--- src/sms_pkg.sv ---
// Purpose: Shared constants and carriers for the serial master/slave port
// Assumes: Wishbone classic slave with 32-bit data, word-aligned registers
// Notes: Register byte offsets and status layout are local choices
package sms_pkg;
  // Register byte offsets
  localparam logic [7:0] SMS_OFS_CTRL = 8'h00;
  localparam logic [7:0] SMS_OFS_STAT = 8'h04;
  localparam logic [7:0] SMS_OFS_BAUD = 8'h08;
  localparam logic [7:0] SMS_OFS_TXLO = 8'h0C;
  localparam logic [7:0] SMS_OFS_TXHI = 8'h10;
  localparam logic [7:0] SMS_OFS_RXD = 8'h14;
  // Control field positions
  localparam int SMS_CTL_ON = 15;
  localparam int SMS_CTL_GATE = 7;
  localparam int SMS_CTL_CTRLR = 5;
  localparam int SMS_CTL_DEEP = 0;
  // Status field positions
  localparam int SMS_ST_ROV = 6;
  localparam int SMS_ST_TBE = 3;
  localparam int SMS_ST_RXNE = 0;
  // Reset values, word width and FIFO depth
  localparam logic [15:0] SMS_CTRL_RST = 16'h0000;
  localparam logic [15:0] SMS_BAUD_RST = 16'h0000;
  localparam int SMS_WORD = 16;
  localparam int SMS_FIFO_DEPTH = 16;

  // Shift engine states
  typedef enum logic [1:0] {SMS_IDLE, SMS_SHIFT, SMS_DONE} sms_state_e;

  // Serial pin bundle seen by the block
  typedef struct packed {
    logic sck;
    logic sdi;
    logic sel_n;
  } sms_pins_s;
endpackage : sms_pkg

--- src/sms_fifo.sv ---
// Purpose: Receive word FIFO with valid/ready on both sides
// Assumes: Single clock, synchronous active-high reset
// Notes: Full and empty are exact; a flush empties it in one cycle
`timescale 1ns/1ns
module sms_fifo #(
  parameter int WIDTH = 16,
  parameter int DEPTH = 16
) (
  // Clock and reset
  input wire logic clk_i,
  input wire logic rst_i,
  input wire logic flush_i,
  // Fill side
  input wire logic in_valid_i,
  input wire logic [WIDTH-1:0] in_data_i,
  output logic in_ready_o,
  // Drain side
  output logic out_valid_o,
  output logic [WIDTH-1:0] out_data_o,
  input wire logic out_ready_i
);
  localparam int AW = $clog2(DEPTH);
  logic [WIDTH-1:0] mem [DEPTH];
  logic [AW:0] wr_ptr;
  logic [AW:0] rd_ptr;
  logic push;
  logic pop;

  if (DEPTH < 2 || (1 << AW) != DEPTH) begin : g_bad_depth
    $error("sms_fifo depth must be a power of two");
  end

  // Full when pointers differ only in the wrap bit
  assign in_ready_o = !((wr_ptr[AW] != rd_ptr[AW]) && (wr_ptr[AW-1:0] == rd_ptr[AW-1:0]));
  assign out_valid_o = (wr_ptr != rd_ptr);
  assign out_data_o = mem[rd_ptr[AW-1:0]];
  assign push = in_valid_i && in_ready_o;
  assign pop = out_valid_o && out_ready_i;

  // Pointer and storage update
  always_ff @(posedge clk_i) begin
    if (rst_i || flush_i) begin
      wr_ptr <= '0;
      rd_ptr <= '0;
    end else begin
      if (push) begin
        mem[wr_ptr[AW-1:0]] <= in_data_i;
        wr_ptr <= wr_ptr + 1'b1;
      end
      if (pop) begin
        rd_ptr <= rd_ptr + 1'b1;
      end
    end
  end
endmodule : sms_fifo

--- src/sms_port.sv ---
// Purpose: Serial master/slave port with Wishbone register access
// Assumes: clk_i at 10 MHz; serial pins are asynchronous and synchronised here
// Notes: Mode 0 style: data out changes on falling clock, sampled on rising
//
// Overview of operation
// Master starts shifting out and in right after a transmit buffer write.
// Slave shifts only on clock edges from the external master.
// Clearing port_on stops the port and resets internal state.
// controller_select bit 5: one is master, zero is slave.
// deep_buffer_select bit 0: clear single buffering, set deep FIFO.
// Software clears receive_overflow_flag and empties receive buffer before enabling.
// Software flushes stale receive words before setting port_on.
// Software programs baud divider before enabling master operation.
// With select_pin_gate in slave mode, transfer only while select is low.
// Select high with gate releases serial_out_pin immediately, mid-word too.
// Aborted slave word restarts from bit one at next select fall.
// Without gate the select input has no effect in slave mode.
// Nothing else may drive the select pin when gating is used.
// Empty flag clears on write; sets on holding-to-shift move otherwise.
// Gated slave sets empty flag only after whole word is sent.
// One bit in per bit out; a word takes the same clocks both ways.
`timescale 1ns/1ns
module sms_port
  import sms_pkg::*;
#(
  parameter int WORD = sms_pkg::SMS_WORD,
  parameter int FIFO_DEPTH = sms_pkg::SMS_FIFO_DEPTH
) (
  // Clock and reset
  input wire logic clk_i,
  input wire logic rst_i,
  // Wishbone slave
  input wire logic cyc_i,
  input wire logic stb_i,
  input wire logic we_i,
  input wire logic [7:0] adr_i,
  input wire logic [3:0] sel_i,
  input wire logic [31:0] dat_i,
  output logic [31:0] dat_o,
  output logic ack_o,
  // Serial pins
  input wire sms_pkg::sms_pins_s pins_i,
  output logic sck_o,
  output logic sck_oe_o,
  output logic sdo_o,
  output logic sdo_oe_o
);
  import sms_pkg::*;

  // The shift engine and buffers are built for 16-bit words only
  if (WORD != 16) begin : g_bad_word
    $error("sms_port supports 16-bit words only");
  end

  // Whole module state
  typedef struct packed {
    logic [2:0][2:0] sync;
    logic [15:0] ctrl;
    logic [15:0] baud;
    logic [15:0] txhold;
    logic tbe;
    logic rov;
    logic [15:0] shreg;
    logic [4:0] bitcnt;
    sms_state_e st;
    logic [15:0] divcnt;
    logic sck;
    logic sdo;
    logic sdo_oe;
    logic sck_oe;
    logic [2:0] last;
    logic ack;
    logic [31:0] rdat;
    logic rx_pop;
  } sms_state_s;

  sms_state_s q;
  sms_state_s next_q;

  // Receive FIFO wiring
  logic rx_push;
  logic rx_ready;
  logic rx_valid;
  logic [15:0] rx_word;
  logic rx_flush;

  // Word decode used for both read and write paths
  function automatic logic hit(input logic [7:0] a, input logic [7:0] ofs);
    return a == ofs;
  endfunction : hit

  wire logic bus_req = cyc_i && stb_i && !q.ack;
  wire logic wr = bus_req && we_i && sel_i[0];
  wire logic on = q.ctrl[SMS_CTL_ON];
  // role select bit
  wire logic ctrlr = q.ctrl[SMS_CTL_CTRLR];
  wire logic gate = q.ctrl[SMS_CTL_GATE];
  wire logic deep = q.ctrl[SMS_CTL_DEEP];
  wire logic sck_s = q.sync[2][0];
  wire logic sdi_s = q.sync[2][1];
  wire logic sel_s = q.sync[2][2];
  wire logic sck_rise = sck_s && !q.last[0];
  wire logic sck_fall = !sck_s && q.last[0];
  wire logic sel_fall = !sel_s && q.last[2];
  // select ignored ungated
  wire logic sel_ok = !gate || !sel_s;

  sms_fifo #(
    .WIDTH(16),
    .DEPTH(FIFO_DEPTH)
  ) u_rx (
    .clk_i(clk_i),
    .rst_i(rst_i),
    .flush_i(rx_flush),
    .in_valid_i(rx_push),
    .in_data_i(q.shreg),
    .in_ready_o(rx_ready),
    .out_valid_o(rx_valid),
    .out_data_o(rx_word),
    .out_ready_i(q.rx_pop)
  );

  // single buffer keeps one word
  wire logic rx_room = deep ? rx_ready : !rx_valid;
  assign rx_push = (q.st == SMS_DONE) && rx_room;
  // disable also empties receive
  assign rx_flush = !on;

  // Next-state logic
  always_comb begin
    next_q = q;
    next_q.sync[0] = {pins_i.sel_n, pins_i.sdi, pins_i.sck};
    next_q.sync[1] = q.sync[0];
    next_q.sync[2] = q.sync[1];
    next_q.last = q.sync[2];
    next_q.rx_pop = 1'b0;
    next_q.ack = bus_req;
    // Register reads
    next_q.rdat = 32'h0000_0000;
    if (hit(adr_i, SMS_OFS_CTRL)) next_q.rdat[15:0] = q.ctrl;
    if (hit(adr_i, SMS_OFS_BAUD)) next_q.rdat[15:0] = q.baud;
    if (hit(adr_i, SMS_OFS_STAT)) begin
      next_q.rdat[SMS_ST_ROV] = q.rov;
      next_q.rdat[SMS_ST_TBE] = q.tbe;
      next_q.rdat[SMS_ST_RXNE] = rx_valid;
    end
    if (hit(adr_i, SMS_OFS_RXD)) begin
      next_q.rdat[15:0] = rx_valid ? rx_word : 16'h0000;
      next_q.rx_pop = bus_req && !we_i && rx_valid;
    end
    // Register writes
    if (wr && hit(adr_i, SMS_OFS_CTRL)) next_q.ctrl = dat_i[15:0];
    if (wr && hit(adr_i, SMS_OFS_BAUD)) next_q.baud = dat_i[15:0];
    if (wr && hit(adr_i, SMS_OFS_STAT) && dat_i[SMS_ST_ROV]) next_q.rov = 1'b0;
    if (wr && hit(adr_i, SMS_OFS_TXLO)) begin
      next_q.txhold[7:0] = dat_i[7:0];
    end
    // write to buffer clears flag
    if (wr && hit(adr_i, SMS_OFS_TXHI)) begin
      next_q.txhold[15:8] = dat_i[7:0];
      next_q.tbe = 1'b0;
    end
    // Shift engine
    case (q.st)
      SMS_IDLE: begin
        next_q.sck = 1'b0;
        next_q.divcnt = '0;
        // master starts on write
        if (on && ctrlr && !q.tbe) begin
          next_q.st = SMS_SHIFT;
          next_q.shreg = q.txhold;
          next_q.bitcnt = 5'd0;
          next_q.sdo = q.txhold[15];
          next_q.tbe = 1'b1;
        // slave waits for external clock
        end else if (on && !ctrlr && !q.tbe && sel_ok) begin
          next_q.st = SMS_SHIFT;
          next_q.shreg = q.txhold;
          next_q.bitcnt = 5'd0;
          next_q.sdo = q.txhold[15];
          // set on move ungated
          if (!gate) next_q.tbe = 1'b1;
        end
      end
      SMS_SHIFT: begin
        if (ctrlr) begin
          // divider sets half period
          if (q.divcnt >= q.baud) begin
            next_q.divcnt = '0;
            next_q.sck = !q.sck;
            // sample on rise, shift on fall
            if (!q.sck) begin
              next_q.shreg = {q.shreg[14:0], sdi_s};
              next_q.bitcnt = q.bitcnt + 5'd1;
            end else begin
              next_q.sdo = q.shreg[15];
              if (q.bitcnt == 5'd16) next_q.st = SMS_DONE;
            end
          end else begin
            next_q.divcnt = q.divcnt + 16'h0001;
          end
        end else if (gate && sel_s) begin
          // abort, word kept for retry
          next_q.st = SMS_IDLE;
          next_q.tbe = 1'b0;
        end else begin
          // one bit in per bit out
          if (sck_rise) begin
            next_q.shreg = {q.shreg[14:0], sdi_s};
            next_q.bitcnt = q.bitcnt + 5'd1;
            if (q.bitcnt == 5'd15) next_q.st = SMS_DONE;
          end
          if (sck_fall) next_q.sdo = q.shreg[15];
        end
      end
      SMS_DONE: begin
        next_q.st = SMS_IDLE;
        next_q.sck = 1'b0;
        if (!rx_room) next_q.rov = 1'b1;
        // gated slave flags at end
        if (!ctrlr && gate) next_q.tbe = 1'b1;
      end
      default: next_q.st = SMS_IDLE;
    endcase
    // retry waits for select fall
    if (!ctrlr && gate && q.st == SMS_IDLE && !sel_fall && !q.tbe && !q.sdo_oe) begin
      next_q.st = SMS_IDLE;
    end
    // Pin drivers
    next_q.sck_oe = on && ctrlr;
    // tri-state when deselected
    next_q.sdo_oe = on && (ctrlr || !gate || !sel_s);
    // port off returns to reset
    if (!on) begin
      next_q.st = SMS_IDLE;
      next_q.sck = 1'b0;
      next_q.sdo = 1'b0;
      next_q.tbe = 1'b1;
      next_q.bitcnt = 5'd0;
      next_q.divcnt = '0;
    end
  end

  // State register
  always_ff @(posedge clk_i) begin
    if (rst_i) begin
      q <= '0;
      q.ctrl <= SMS_CTRL_RST;
      q.baud <= SMS_BAUD_RST;
      q.tbe <= 1'b1;
      q.st <= SMS_IDLE;
    end else begin
      q <= next_q;
    end
  end

  // Outputs straight from flops
  assign dat_o = q.rdat;
  assign ack_o = q.ack;
  assign sck_o = q.sck;
  assign sck_oe_o = q.sck_oe;
  assign sdo_o = q.sdo;
  assign sdo_oe_o = q.sdo_oe;

  // Assertions
  property p_off_idle;
    @(posedge clk_i) disable iff (rst_i) !on |=> q.st == SMS_IDLE && !sck_oe_o;
  endproperty
  a_off_idle: assert property (p_off_idle) else $error("port not idle when off");

  property p_tri;
    @(posedge clk_i) disable iff (rst_i) (on && !ctrlr && gate && sel_s) |=> !sdo_oe_o;
  endproperty
  a_tri: assert property (p_tri) else $error("output driven while deselected");

  property p_abort;
    @(posedge clk_i) disable iff (rst_i)
      (q.st == SMS_SHIFT && !ctrlr && gate && sel_s) |=> q.st == SMS_IDLE;
  endproperty
  a_abort: assert property (p_abort) else $error("gated transfer not aborted");

  property p_slave_noclk;
    @(posedge clk_i) disable iff (rst_i) !ctrlr |=> !sck_oe_o;
  endproperty
  a_slave_noclk: assert property (p_slave_noclk) else $error("slave drives clock");

  property p_start;
    @(posedge clk_i) disable iff (rst_i)
      (q.st == SMS_IDLE && on && ctrlr && !q.tbe) |=> q.st == SMS_SHIFT && q.tbe;
  endproperty
  a_start: assert property (p_start) else $error("master did not start");

  property p_tbe_wr;
    @(posedge clk_i) disable iff (rst_i)
      (wr && hit(adr_i, SMS_OFS_TXHI) && on) |=> !q.tbe || q.st == SMS_SHIFT;
  endproperty
  a_tbe_wr: assert property (p_tbe_wr) else $error("empty flag not cleared");

  property p_gated_tbe;
    @(posedge clk_i) disable iff (rst_i)
      (q.st == SMS_SHIFT && !ctrlr && gate && !q.tbe) |=> !q.tbe || $past(q.st) == SMS_DONE
        || !on || $past(wr);
  endproperty
  a_gated_tbe: assert property (p_gated_tbe) else $error("gated flag set early");

  property p_bits;
    @(posedge clk_i) disable iff (rst_i) q.st == SMS_DONE |-> $past(q.bitcnt) >= 5'd15;
  endproperty
  a_bits: assert property (p_bits) else $error("word ended short");

  // Further guards on role, select gating, flags and bit timing
  property p_gate_wait;
    @(posedge clk_i) disable iff (rst_i)
      (q.st == SMS_IDLE && on && !ctrlr && gate && sel_s) |=> q.st == SMS_IDLE;
  endproperty
  a_gate_wait: assert property (p_gate_wait) else $error("gated slave started unselected");

  property p_open_start;
    @(posedge clk_i) disable iff (rst_i)
      (q.st == SMS_IDLE && on && !ctrlr && !gate && !q.tbe) |=> q.st == SMS_SHIFT && q.tbe;
  endproperty
  a_open_start: assert property (p_open_start) else $error("open slave did not load");

  property p_gated_hold;
    @(posedge clk_i) disable iff (rst_i)
      (q.st == SMS_IDLE && on && !ctrlr && gate && !q.tbe) |=> !q.tbe;
  endproperty
  a_gated_hold: assert property (p_gated_hold) else $error("gated flag set on load");

  property p_sdo_fall;
    @(posedge clk_i) disable iff (rst_i)
      (q.st == SMS_SHIFT && on && ctrlr) |=> $stable(sdo_o) || $fell(sck_o);
  endproperty
  a_sdo_fall: assert property (p_sdo_fall) else $error("data moved off the falling edge");

  property p_off_flags;
    @(posedge clk_i) disable iff (rst_i)
      !on |=> q.tbe && !sdo_oe_o && !sdo_o;
  endproperty
  a_off_flags: assert property (p_off_flags) else $error("flags not reset when off");

  property p_single_ovf;
    @(posedge clk_i) disable iff (rst_i)
      (q.st == SMS_DONE && !deep && rx_valid) |=> q.rov;
  endproperty
  a_single_ovf: assert property (p_single_ovf) else $error("single buffer overflow missed");
endmodule : sms_port

--- config.mk ---
export PLATFORM = sky130hd
export DESIGN_NAME = sms_port
export DESIGN_NICKNAME = d
export VERILOG_FILES = /design/src/sms_pkg.sv /design/src/sms_fifo.sv /design/src/sms_port.sv
export SDC_FILE = /design/constraint.sdc
export NUM_CORES = 1
export LEC_CHECK = 0
export BUFFER_PORTS_ARGS = -buffer_cell sky130_fd_sc_hd__buf_2
export CAP_MARGIN = 0
export CORE_ASPECT_RATIO = 1.25
export CORE_MARGIN = 10
export CORE_UTILIZATION = 28
export CTS_BUF_LIST = sky130_fd_sc_hd__clkbuf_8
export CTS_CLUSTER_SIZE = 16
export DETAILED_ROUTE_END_ITERATION = 7
export PLACE_DENSITY = 0.51
export RECOVER_POWER = 25
export SYNTH_ARGS = -nofsm -noshare
export SYNTH_HDL_FRONTEND = slang
export SYNTH_SLANG_ARGS = --single-unit
--- constraint.sdc ---
create_clock -name clk_i -period 4.8 [get_ports clk_i]
set_clock_uncertainty 0.05 [all_clocks]
set_input_delay 0.24 -clock clk_i [delete_from_list [all_inputs] [get_ports clk_i]]
set_output_delay 0.24 -clock clk_i [all_outputs]
set_load 0.05 [all_outputs]
After elaboration in Yosys (flattened, before gate mapping)
Memory sizes are Yosys's and may differ from the RTL's. A register that Yosys moved wholly into a read port is not among the register bits.
Cells that the tools add are included.
{"block": "classes", "n_addsub": 4, "magnitude_cmp": 1, "eq_ne": 24, "mux": 49, "n_bitwise": 2, "n_reduce_logical": 62}
{"cell": "23-bit two-way mux", "n": 5}
{"cell": "16-bit two-way mux", "n": 4}
{"cell": "21-bit two-way mux", "n": 2}
{"cell": "21-bit one-hot mux with 2 select lines", "n": 1}
{"cell": "17-bit two-way mux", "n": 2}
{"cell": "16-bit one-hot mux with 2 select lines", "n": 1}
{"cell": "1-bit logical AND", "n": 31}
{"cell": "3-bit inequality test, second input constant", "n": 8}
{"cell": "1-bit two-way mux", "n": 23}
{"cell": "6-bit AND reduction", "n": 3}
{"cell": "16-bit by 1-bit adder with 16-bit output, second input constant", "n": 1}
{"cell": "8-bit by 4-bit == test with 1-bit output, second input constant", "n": 2}
{"cell": "8-bit by 5-bit == test with 1-bit output, second input constant", "n": 2}
{"cell": "16-bit greater-or-equal comparator", "n": 1}
{"cell": "5-bit by 1-bit adder with 5-bit output, second input constant", "n": 3}
{"cell": "1-bit logical NOT", "n": 14}
{"cell": "2-bit two-way mux", "n": 5}
{"cell": "8-bit by 3-bit == test with 1-bit output, second input constant", "n": 1}
{"cell": "8-bit logical NOT", "n": 1}
{"cell": "4-bit two-way mux", "n": 2}
{"cell": "4-bit inequality test, second input constant", "n": 2}
{"cell": "2-bit OR reduction", "n": 3}
{"cell": "5-bit by 4-bit == test with 1-bit output, second input constant", "n": 1}
{"cell": "5-bit == test, second input constant", "n": 1}
{"cell": "16 further kinds", "n": 23}
{"block": "totals", "register_bits": 149, "ramBits": 256, "input_bits": 52, "out_inout_bits": 37, "mem_count": 1}
{"name": "u_rx.mem", "words": 16, "width": 16, "read_ports": 1, "rd_ports_with_merged_regs": 1, "write_ports": 1, "line": "sms_fifo.sv:23", "rtl": "logic [WIDTH-1:0] mem [DEPTH];"}

Depth between registers and ports, before layout
Gate-level depths: netlist of run 1.
{"block": "logic_depth", "ltp_word": 10, "depth_mapped": 10}

Cells and area by module
A second synthesis of run 1 with hierarchy kept.
{"block": "hier_totals", "hier_cells": 1152, "area_unflattened_um2": 16385.7}
{"mod": "sms_fifo", "instances": 1, "cells_per_inst": 459, "area_each_um2": 10696.5, "seq_area_each_um2": 7967.6}
{"mod": "sms_port", "instances": 1, "cells_per_inst": 693, "area_each_um2": 5689.2, "seq_area_each_um2": 2442.3}

Worst setup path after synthesis of run 1
No wires, ideal clock.
{"block": "synth_timing", "path_type": "flip-flop to flip-flop", "from": "reg u_rx.wr_ptr[3]", "to": "mem u_rx.mem[0][0], enable pin", "setup_ps": 409, "t_arrival_ps": 2698, "t_required_ps": 4341, "setup_slack_ps": 1643, "path_stages_with_launch": 9, "period_less_slack_ps": 3157, "path_cell_list": "dfxtp_1 > buf_2 > xor2_1 > nor4_1 > mux2i_1 > nor2b_1 > buf_2 > nand3_1 > nor3_1"}
{"block": "synth_via", "elab_chain_cells": 9, "elab_cells_between_ends": 11}
{"element": "start: declaration", "line": "sms_fifo.sv:24", "rtl": "logic [AW:0] wr_ptr;"}
{"element": "start signal: assignment", "line": "sms_fifo.sv:48", "rtl": "wr_ptr <= wr_ptr + 1'b1;"}
{"element": "4-bit == test", "line": "sms_fifo.sv:34", "rtl": "assign in_ready_o = !((wr_ptr[AW] != rd_ptr[AW]) && (wr_ptr[AW-1:0] == rd_ptr[AW-1:0]));"}
{"element": "1-bit logical AND", "line": "sms_fifo.sv:34"}
{"element": "1-bit logical NOT", "line": "sms_fifo.sv:34"}
{"element": "1-bit two-way mux", "line": "sms_port.sv:124", "rtl": "wire logic rx_room = deep ? rx_ready : !rx_valid;"}
{"element": "1-bit logical AND", "line": "sms_port.sv:125", "rtl": "assign rx_push = (q.st == SMS_DONE) && rx_room;"}
{"element": "1-bit logical AND", "line": "sms_fifo.sv:37", "rtl": "assign push = in_valid_i && in_ready_o;"}
{"element": "1-bit two-way mux", "line": "sms_fifo.sv:46", "rtl": "if (push) begin"}
{"element": "1-bit two-way mux", "line": "sms_fifo.sv:42", "rtl": "if (rst_i || flush_i) begin"}
{"element": "1-bit two-way mux (implied by the code)", "line": "sms_fifo.sv:47", "rtl": "mem[wr_ptr[AW-1:0]] <= in_data_i;"}
{"element": "end: declaration", "line": "sms_fifo.sv:23"}
Parallel ways exist; a longest one is shown, timed or not.

Final worst setup path of run 1
{"block": "layout_timing", "from": "in rst_i", "to": "mem u_rx.mem[15][6], enable pin"}
{"block": "layout_via", "elab_chain_cells": 3}
{"element": "start: declaration", "line": "sms_port.sv:31", "rtl": "input wire logic rst_i,"}
{"element": "1-bit logical OR", "line": "sms_fifo.sv:42"}
{"element": "1-bit two-way mux", "line": "sms_fifo.sv:42"}
{"element": "1-bit two-way mux (implied by the code)", "line": "sms_fifo.sv:47"}
Every way passes these cells.

==> results of run 1 <==
## report_power, final
group | total (µW) | switching, µW | internal, µW
clock network | 2650 | 1280 | 1370
registers | 3550 | 1.31 | 3550
logic | 94.8 | 65.9 | 28.9
total | 6300 | 1350 | 4950
## worst paths after layout
kind | to | from | depth (start not counted)
setup / recovery | u_rx.mem[15][6] | rst_i | 6
hold / removal | q[101] | sel_i[0] | 5
setup reg to reg | u_rx.mem[15][6] | u_rx.wr_ptr[3] | 7
hold reg to reg | next_q[137] | next_q[134] | 1
## worst min-delay path, delay by kind of cell
family          cells  cell delay [ps]
simple gates        3              340
buf+inv             1              100
compound gates      1               50
## cells in the mapped netlist, drive strengths merged (32+ instances only)
master  count  area share, %
a21oi      80            2.5
buf        55            2.2
clkbuf     43            1.0
dfxtp     136             17
edfxtp    256             47
mux2       32            2.2
mux2i      38            2.3
mux4       64            8.9
nand2     104            2.4
nand3      51            1.6
nor2       74            1.7
nor2b      34            1.3
## repair_timing
item                      in CTS  in global routing
setup buffers                  0                  0
hold endpoints to repair      58                  0
hold buffers                  28                  0
gates resized for setup        0                  0
## metrics by stage
stage / instance area, µm² / setup slack, ps / hold slack [ps]
finish: 18700 / 1370 / 115
detailed placement: 17300 / 1450 / 379
global placement: 17300 / 1530 / 379
floorplan: 16300 / 1640 / 267
CTS: 18700 / 1430 / 75.4
global route: 18700 / 1150 / 119
## registers in the layout (all words and copies together) (netlist names), 5 cells and up, named ones only
| signal | count |
|---|---|
| q | 88 |
| dat_o | 16 |
| next_q | 9 |
| u_rx.wr_ptr | 5 |
| u_rx.mem | 256 |
| u_rx.rd_ptr | 5 |
## layer usage
metal	vias to the layer above	GRT usage (%)	part of all wire, %
met5	-	0	0
met2	214	20.8	52
met3	60	1.84	4.3
met1	4932	13.0	41
li1	4576	-	-
met4	0	3.67	2.6
## layout make-up
type / instances / area, µm² / share of cell area (%)
multi-input cells: 682 / 5330 / 28.5
flip-flops and latches: 392 / 10400 / 55.7
repair buffers: 112 / 790 / 4.22
inverters: 24 / 90.1 / 0.482
clock inverters: 38 / 228 / 1.22
well taps: 750 / 938 / 5.02
clock buffers: 66 / 908 / 4.86
## cell families after synthesis
logic type | Yosys count | share of synthesized area [%]
other | 1 | 0.0230
adders and majority gates | 25 | 1.92
muxes | 134 | 13.4
and+or+nand+nor | 330 | 9.69
xor gates and xnor gates | 13 | 0.700
buffers and inverters | 122 | 3.80
DFF | 392 | 64.0
AOI/OAI and AO/OA | 164 | 6.50
==> flow_summary.yaml, run 1 <==
floorplan:
  start_util_pct: 28.4
  floorplan.rows: 98
  floorplan.io_pins: 89
  die_x_um: 236
  core_region_area_mm2: 0.0574
  die_height_um: 290
  die_outline_area_mm2: 0.0682
final_layout:
  syn2layout_area_growth_pct: 14.9
  layout.cells.most_common_list: "edfxtp_1, dfxtp_1, nand2_1, a21oi_1, nor2_1"
  design.final.nets: 1345
  final_common_cell: "edfxtp_1"
  antennaDiodeCount: 0
  layout.filler_cells: 5730
  post_route_cells_drive_above_1_share_pct: 20.8
  finalCoreUtilization_pct: 32.6
  post_layout_instance_count_excluding_filler_cells: 2064
worst_setup_path:
  cp.buffers_inverters: 3
  cp_max_fo: 43
  timing.critical_path.to_type: "flip-flop"
  worst_ep_arrival_time_ps: 3660
  r2r_slack_ps: 1480
  worstPathCellList: "dlygate4sd3_1 -> clkbuf_1 -> nor2b_1 -> nand3_1 -> nor2_1 -> buf_4"
  timing.critical_path.max_delay_family: "simple AND/OR/NAND/NOR gates"
  cpMaxStageDelayCell: "nor2b_1"
  worst-setup-path-type: "input pin to flip-flop"
  critical-path-max-stage-delay_ps: 1100
  start_kind: "input pin"
  critPathRequiredTime_ps: 5030
sta:
  report.final.hold_viol_count: 0
  worst-slew-pin-transition_ps: 1960
  final_min_period_over_clock_period_pct: 71.5
  finalWorstPathRequiredPeriod_ps: 3430
  final-setup-viol-count: 0
  unrepaired_setup_endpoints_after_global_routing: "no"
  setup_tns_ps: 0
  max-slew-margin-rel_pct: -30.4
  timing.final.max_slew_violations: 44
  fmaxAchievable_mhz: 292
power_and_ir_drop:
  power.ir.vdd_worst_mv: 0.241
  p_leak_uw: 0.00630
  power-per-cell-area_mw_per_mm2: 337
  finalPower_uw: 6300
drt:
  wire_per_inst_um: 18.9
  routed-via-count: 9782
  drc: 0
  detail_route.iter0.violations: 589
  detailedRoute.firstPassIterationCount: 5
  detail_route.vias_per_cell: 4.74
  route.final.wire_length_mm: 39.0
  ant_nets: 0
grt:
  gr-total-overflow: 0
  groute.usage.overall_pct: 11.2
  grt_first_pass_wirelength_mm: 60.7
  antenna_found_initial: 0
  grt_max_degree: 72
  grt_pass1_vias: 10100
clock_network:
  cts_num_sinks: 392
  cts_made_buffers: 56
  cts_tree: "yes"
  clock_tree.root_cell: "clkbuf_8"
  ctsHtreeMaxLevel: 2
  cts.path.max_buffers: 3
  path_clk_slew_ps: 70
  clock_insertion_delay_worst_skew_ps: 630
synth:
  yosys.cell_types.count: 67
  synth.cell_area_mm2: 0.0163
  syn-instance-count: 1181
  synth.avg_cell_area_um2: 13.8
  asyncSetResetFlopFracSynth_pct: 0
  synth-edff-count: 256
  yosys_most_used_dff: "edfxtp_1"
  synth-seq-cells: 392
  seq_total_area_yosys_pct: 64.0
  syn_warnings: 0
placement:
  numPlacedInstances: 1932
  portBuffers: 53
  gpl.final_weighted_congestion: 0.783
  hpwlAfterDp_mm: 25.4
run_status:
  failed_checks: "max-capacitance violations, max-slew violations"
  run_status: "complete, but fails checks"
run:
  max-cap-violations: 1
hold_path:
  worst_hold_path_type: "input pin to flip-flop"
(Power assumes the default switching activity.)
==> run 2, diff against run 1 <==
ABC_AREA = 1   (was unset)
PLACE_DENSITY = 0.52   (was 0.51)
clock period = 3 ns   (was 4.8 ns; I/O delays follow)
==> flow_summary.yaml, run 2 <==
worst_setup_path:
  cp_max_fo: 41
  worst-setup-path-type: "input pin to flip-flop"
  worstReg2RegEnd: "u_rx.mem[9][8]"
  crit_path_start: "rst_i"
  cpMaxStageDelayCell: "clkbuf_1"
  critical_path.endpoint: "q[101]"
  r2r_slack_ps: 680
  critical-path-max-stage-delay_ps: 1490
  worst_ep_arrival_time_ps: 3130
  timing.critical_path.to_type: "flip-flop"
  reg2reg_depth: 9
  worstPathCellList: "dlygate4sd3_1 -> buf_2 -> clkbuf_1 -> clkinv_1 -> buf_4 -> o21ai_0 -> a21oi_1"
  critPathRequiredTime_ps: 3440
  worst_r2r_startpoint: "u_rx.wr_ptr[2]"
  start_kind: "input pin"
synth:
  syn-instance-count: 1701
  asyncSetResetFlopFracSynth_pct: 0
  synth-edff-count: 256
  synth.area.top_cells: "edfxtp_1, dfxtp_1, nor2_1, o21ai_0, nand2_1"
  synth.avg_cell_area_um2: 9.87
  seq_total_area_yosys_pct: 62.0
  yosys.cell_types.count: 43
  syn_warnings: 0
  synth-seq-cells: 392
  synth_top_cell_by_area: "edfxtp_1"
  yosys_most_used_dff: "edfxtp_1"
  synthMostInstantiatedCell: "nor2_1"
  leading_post_synthesis_cells_by_instance_count: "nor2_1, edfxtp_1, nand2_1"
  synth_largest_type_area_fraction_pct: 45.8
  synth.cell_area_mm2: 0.0168
drt:
  routed-via-count: 12000
  detailed_route_wirelength_on_metal2_mm: 20.8
  wire_per_inst_um: 16.4
  detail_route.wirelength.met1_mm: 18.2
  ant_nets: 0
  detail_route.vias_per_cell: 4.62
  drc: 0
  dr.max_layer_used: "met4"
  wl_met3_mm: 2.17
  detail_route.iter0.violations: 775
  route.final.wire_length_mm: 42.4
  detailedRoute.firstPassIterationCount: 5
clock_network:
  cts_repair_resize_count: 0
  post_cts_hold_buffer_count: 27
  clock_tree.root_cell: "clkbuf_8"
  cts.repair_timing.setup_buffer_count: 0
  path_clk_slew_ps: 70
  ctsHtreeMaxLevel: 2
  clock_insertion_delay_worst_skew_ps: 620
  cts_made_buffers: 60
  cts_num_sinks: 392
  cts_tree: "yes"
  cts.path.max_buffers: 3
grt:
  groute.usage.overall_pct: 11.9
  grt_first_pass_wirelength_mm: 66.9
  antenna_found_initial: 1
  grt_max_degree: 136
  gr-total-overflow: 0
  grt_pass1_vias: 12000
run_status:
  run_status: "complete, but fails checks"
  failed_checks: "max-capacitance violations, max-slew violations"
floorplan:
  die_outline_area_mm2: 0.0702
  die_height_um: 294
  floorplan.rows: 100
  die_x_um: 239
  start_util_pct: 28.3
  core_region_area_mm2: 0.0594
  floorplan.io_pins: 89
final_layout:
  syn2layout_area_growth_pct: 14.3
  flip_flop_count_of_the_largest_register_after_layout: 256
  multiInputGateArea_mm2: 0.00527
  layout.cells.most_common_list: "nor2_1, edfxtp_1, nand2_1, o21ai_0, inv_1"
  layout.filler_cells: 5993
  layout.area.seq_mm2: 0.0104
  final_common_cell: "nor2_1"
  post_route_cells_drive_above_1_share_pct: 12.0
  finalCoreUtilization_pct: 32.3
  design.final.nets: 1856
power_and_ir_drop:
  power.ir.vdd_worst_mv: 0.318
  finalPower_uw: 10000
  p_leak_uw: 0.00740
  power-per-cell-area_mw_per_mm2: 521
placement:
  portBuffers: 53
  hpwlAfterDp_mm: 27.3
  gpl.final_weighted_congestion: 0.843
hold_path:
  timing.hold.worst_path_depth: 4
  worst_hold_path_type: "input pin to flip-flop"
sta:
  fin_hold_ws_ps: 47.2
  fmaxAchievable_mhz: 372
  setup_tns_ps: 0
  final-setup-viol-count: 0
  max-slew-margin-rel_pct: -39.1
  final_min_period_over_clock_period_pct: 89.5
  finalWorstPathRequiredPeriod_ps: 2690
  worst-slew-pin-transition_ps: 2090
  timing.final.max_slew_violations: 42
  report.final.hold_viol_count: 0
  unrepaired_setup_endpoints_after_global_routing: "no"
run:
  max-cap-violations: 1
-- run 2: changes by cell type after synthesis, sizes merged, moves of 38 or more --
cell / change
o21ai: +214
o211ai: +39
nand2: +126
mux2i: -38
mux4: -64
inv: +115
nor2: +226
-- run 2: stage by stage --
step	area [µm²]	worst slack (ps)	instances
after floorplan	16800	608	1716
after global placement	17800	690	2455
after detailed placement	17800	678	2455
after CTS	19200	459	2592
after global routing	19200	132	2593
final	19200	314	2593
-- run 2: final cells by class --
class | instances | share of cell area [%]
multi-input combinational | 1066 | 27.5
sequential | 392 | 54.3
clock buffer | 62 | 4.45
inverter | 141 | 2.76
tap | 765 | 4.99
antenna | 1 | 0.0130
timing repair buffer | 118 | 4.71
clock inverter | 48 | 1.31
-- run 2: where the power goes --
group	switching, µW	total [µW]	internal, µW
sequential	1.74	5690	5690
combinational	110	158	48.1
clock	2070	4150	2090
-- run 2: how the worst min path moves through the flow --
stage                     startpoint           to  slack (ps)
after floorplan                 we_i         q[0]         180
after global placement     pins_i[1]  next_q[134]         310
after detailed placement   pins_i[1]  next_q[134]         320
after CTS                   sel_i[0]        q[80]          20
after global routing        sel_i[0]        q[80]          50
final                       sel_i[0]        q[80]          50
-- run 2: cells by family after synthesis --
logic type | count (synthesis) | synth area share, %
DFF | 392 | 62.0
other | 1 | 0.0223
and+or+nand+nor | 620 | 15.6
adders and majority gates | 25 | 1.86
AOI/OAI and AO/OA | 394 | 12.8
xor gates and xnor gates | 11 | 0.574
buffers and inverters | 258 | 7.19
-- run 2: worst max-delay path: cells and delay by family --
kind            cells  cell delay (ps)
buf+inv             5             2790
compound gates      2              180
-- run 2: layer usage --
layer	GRT usage (%)	vias to the layer above
li1	-	5924
met4	4.54	0
met1	14.3	5652
met2	20.8	303
met5	0	-
met3	2.00	88
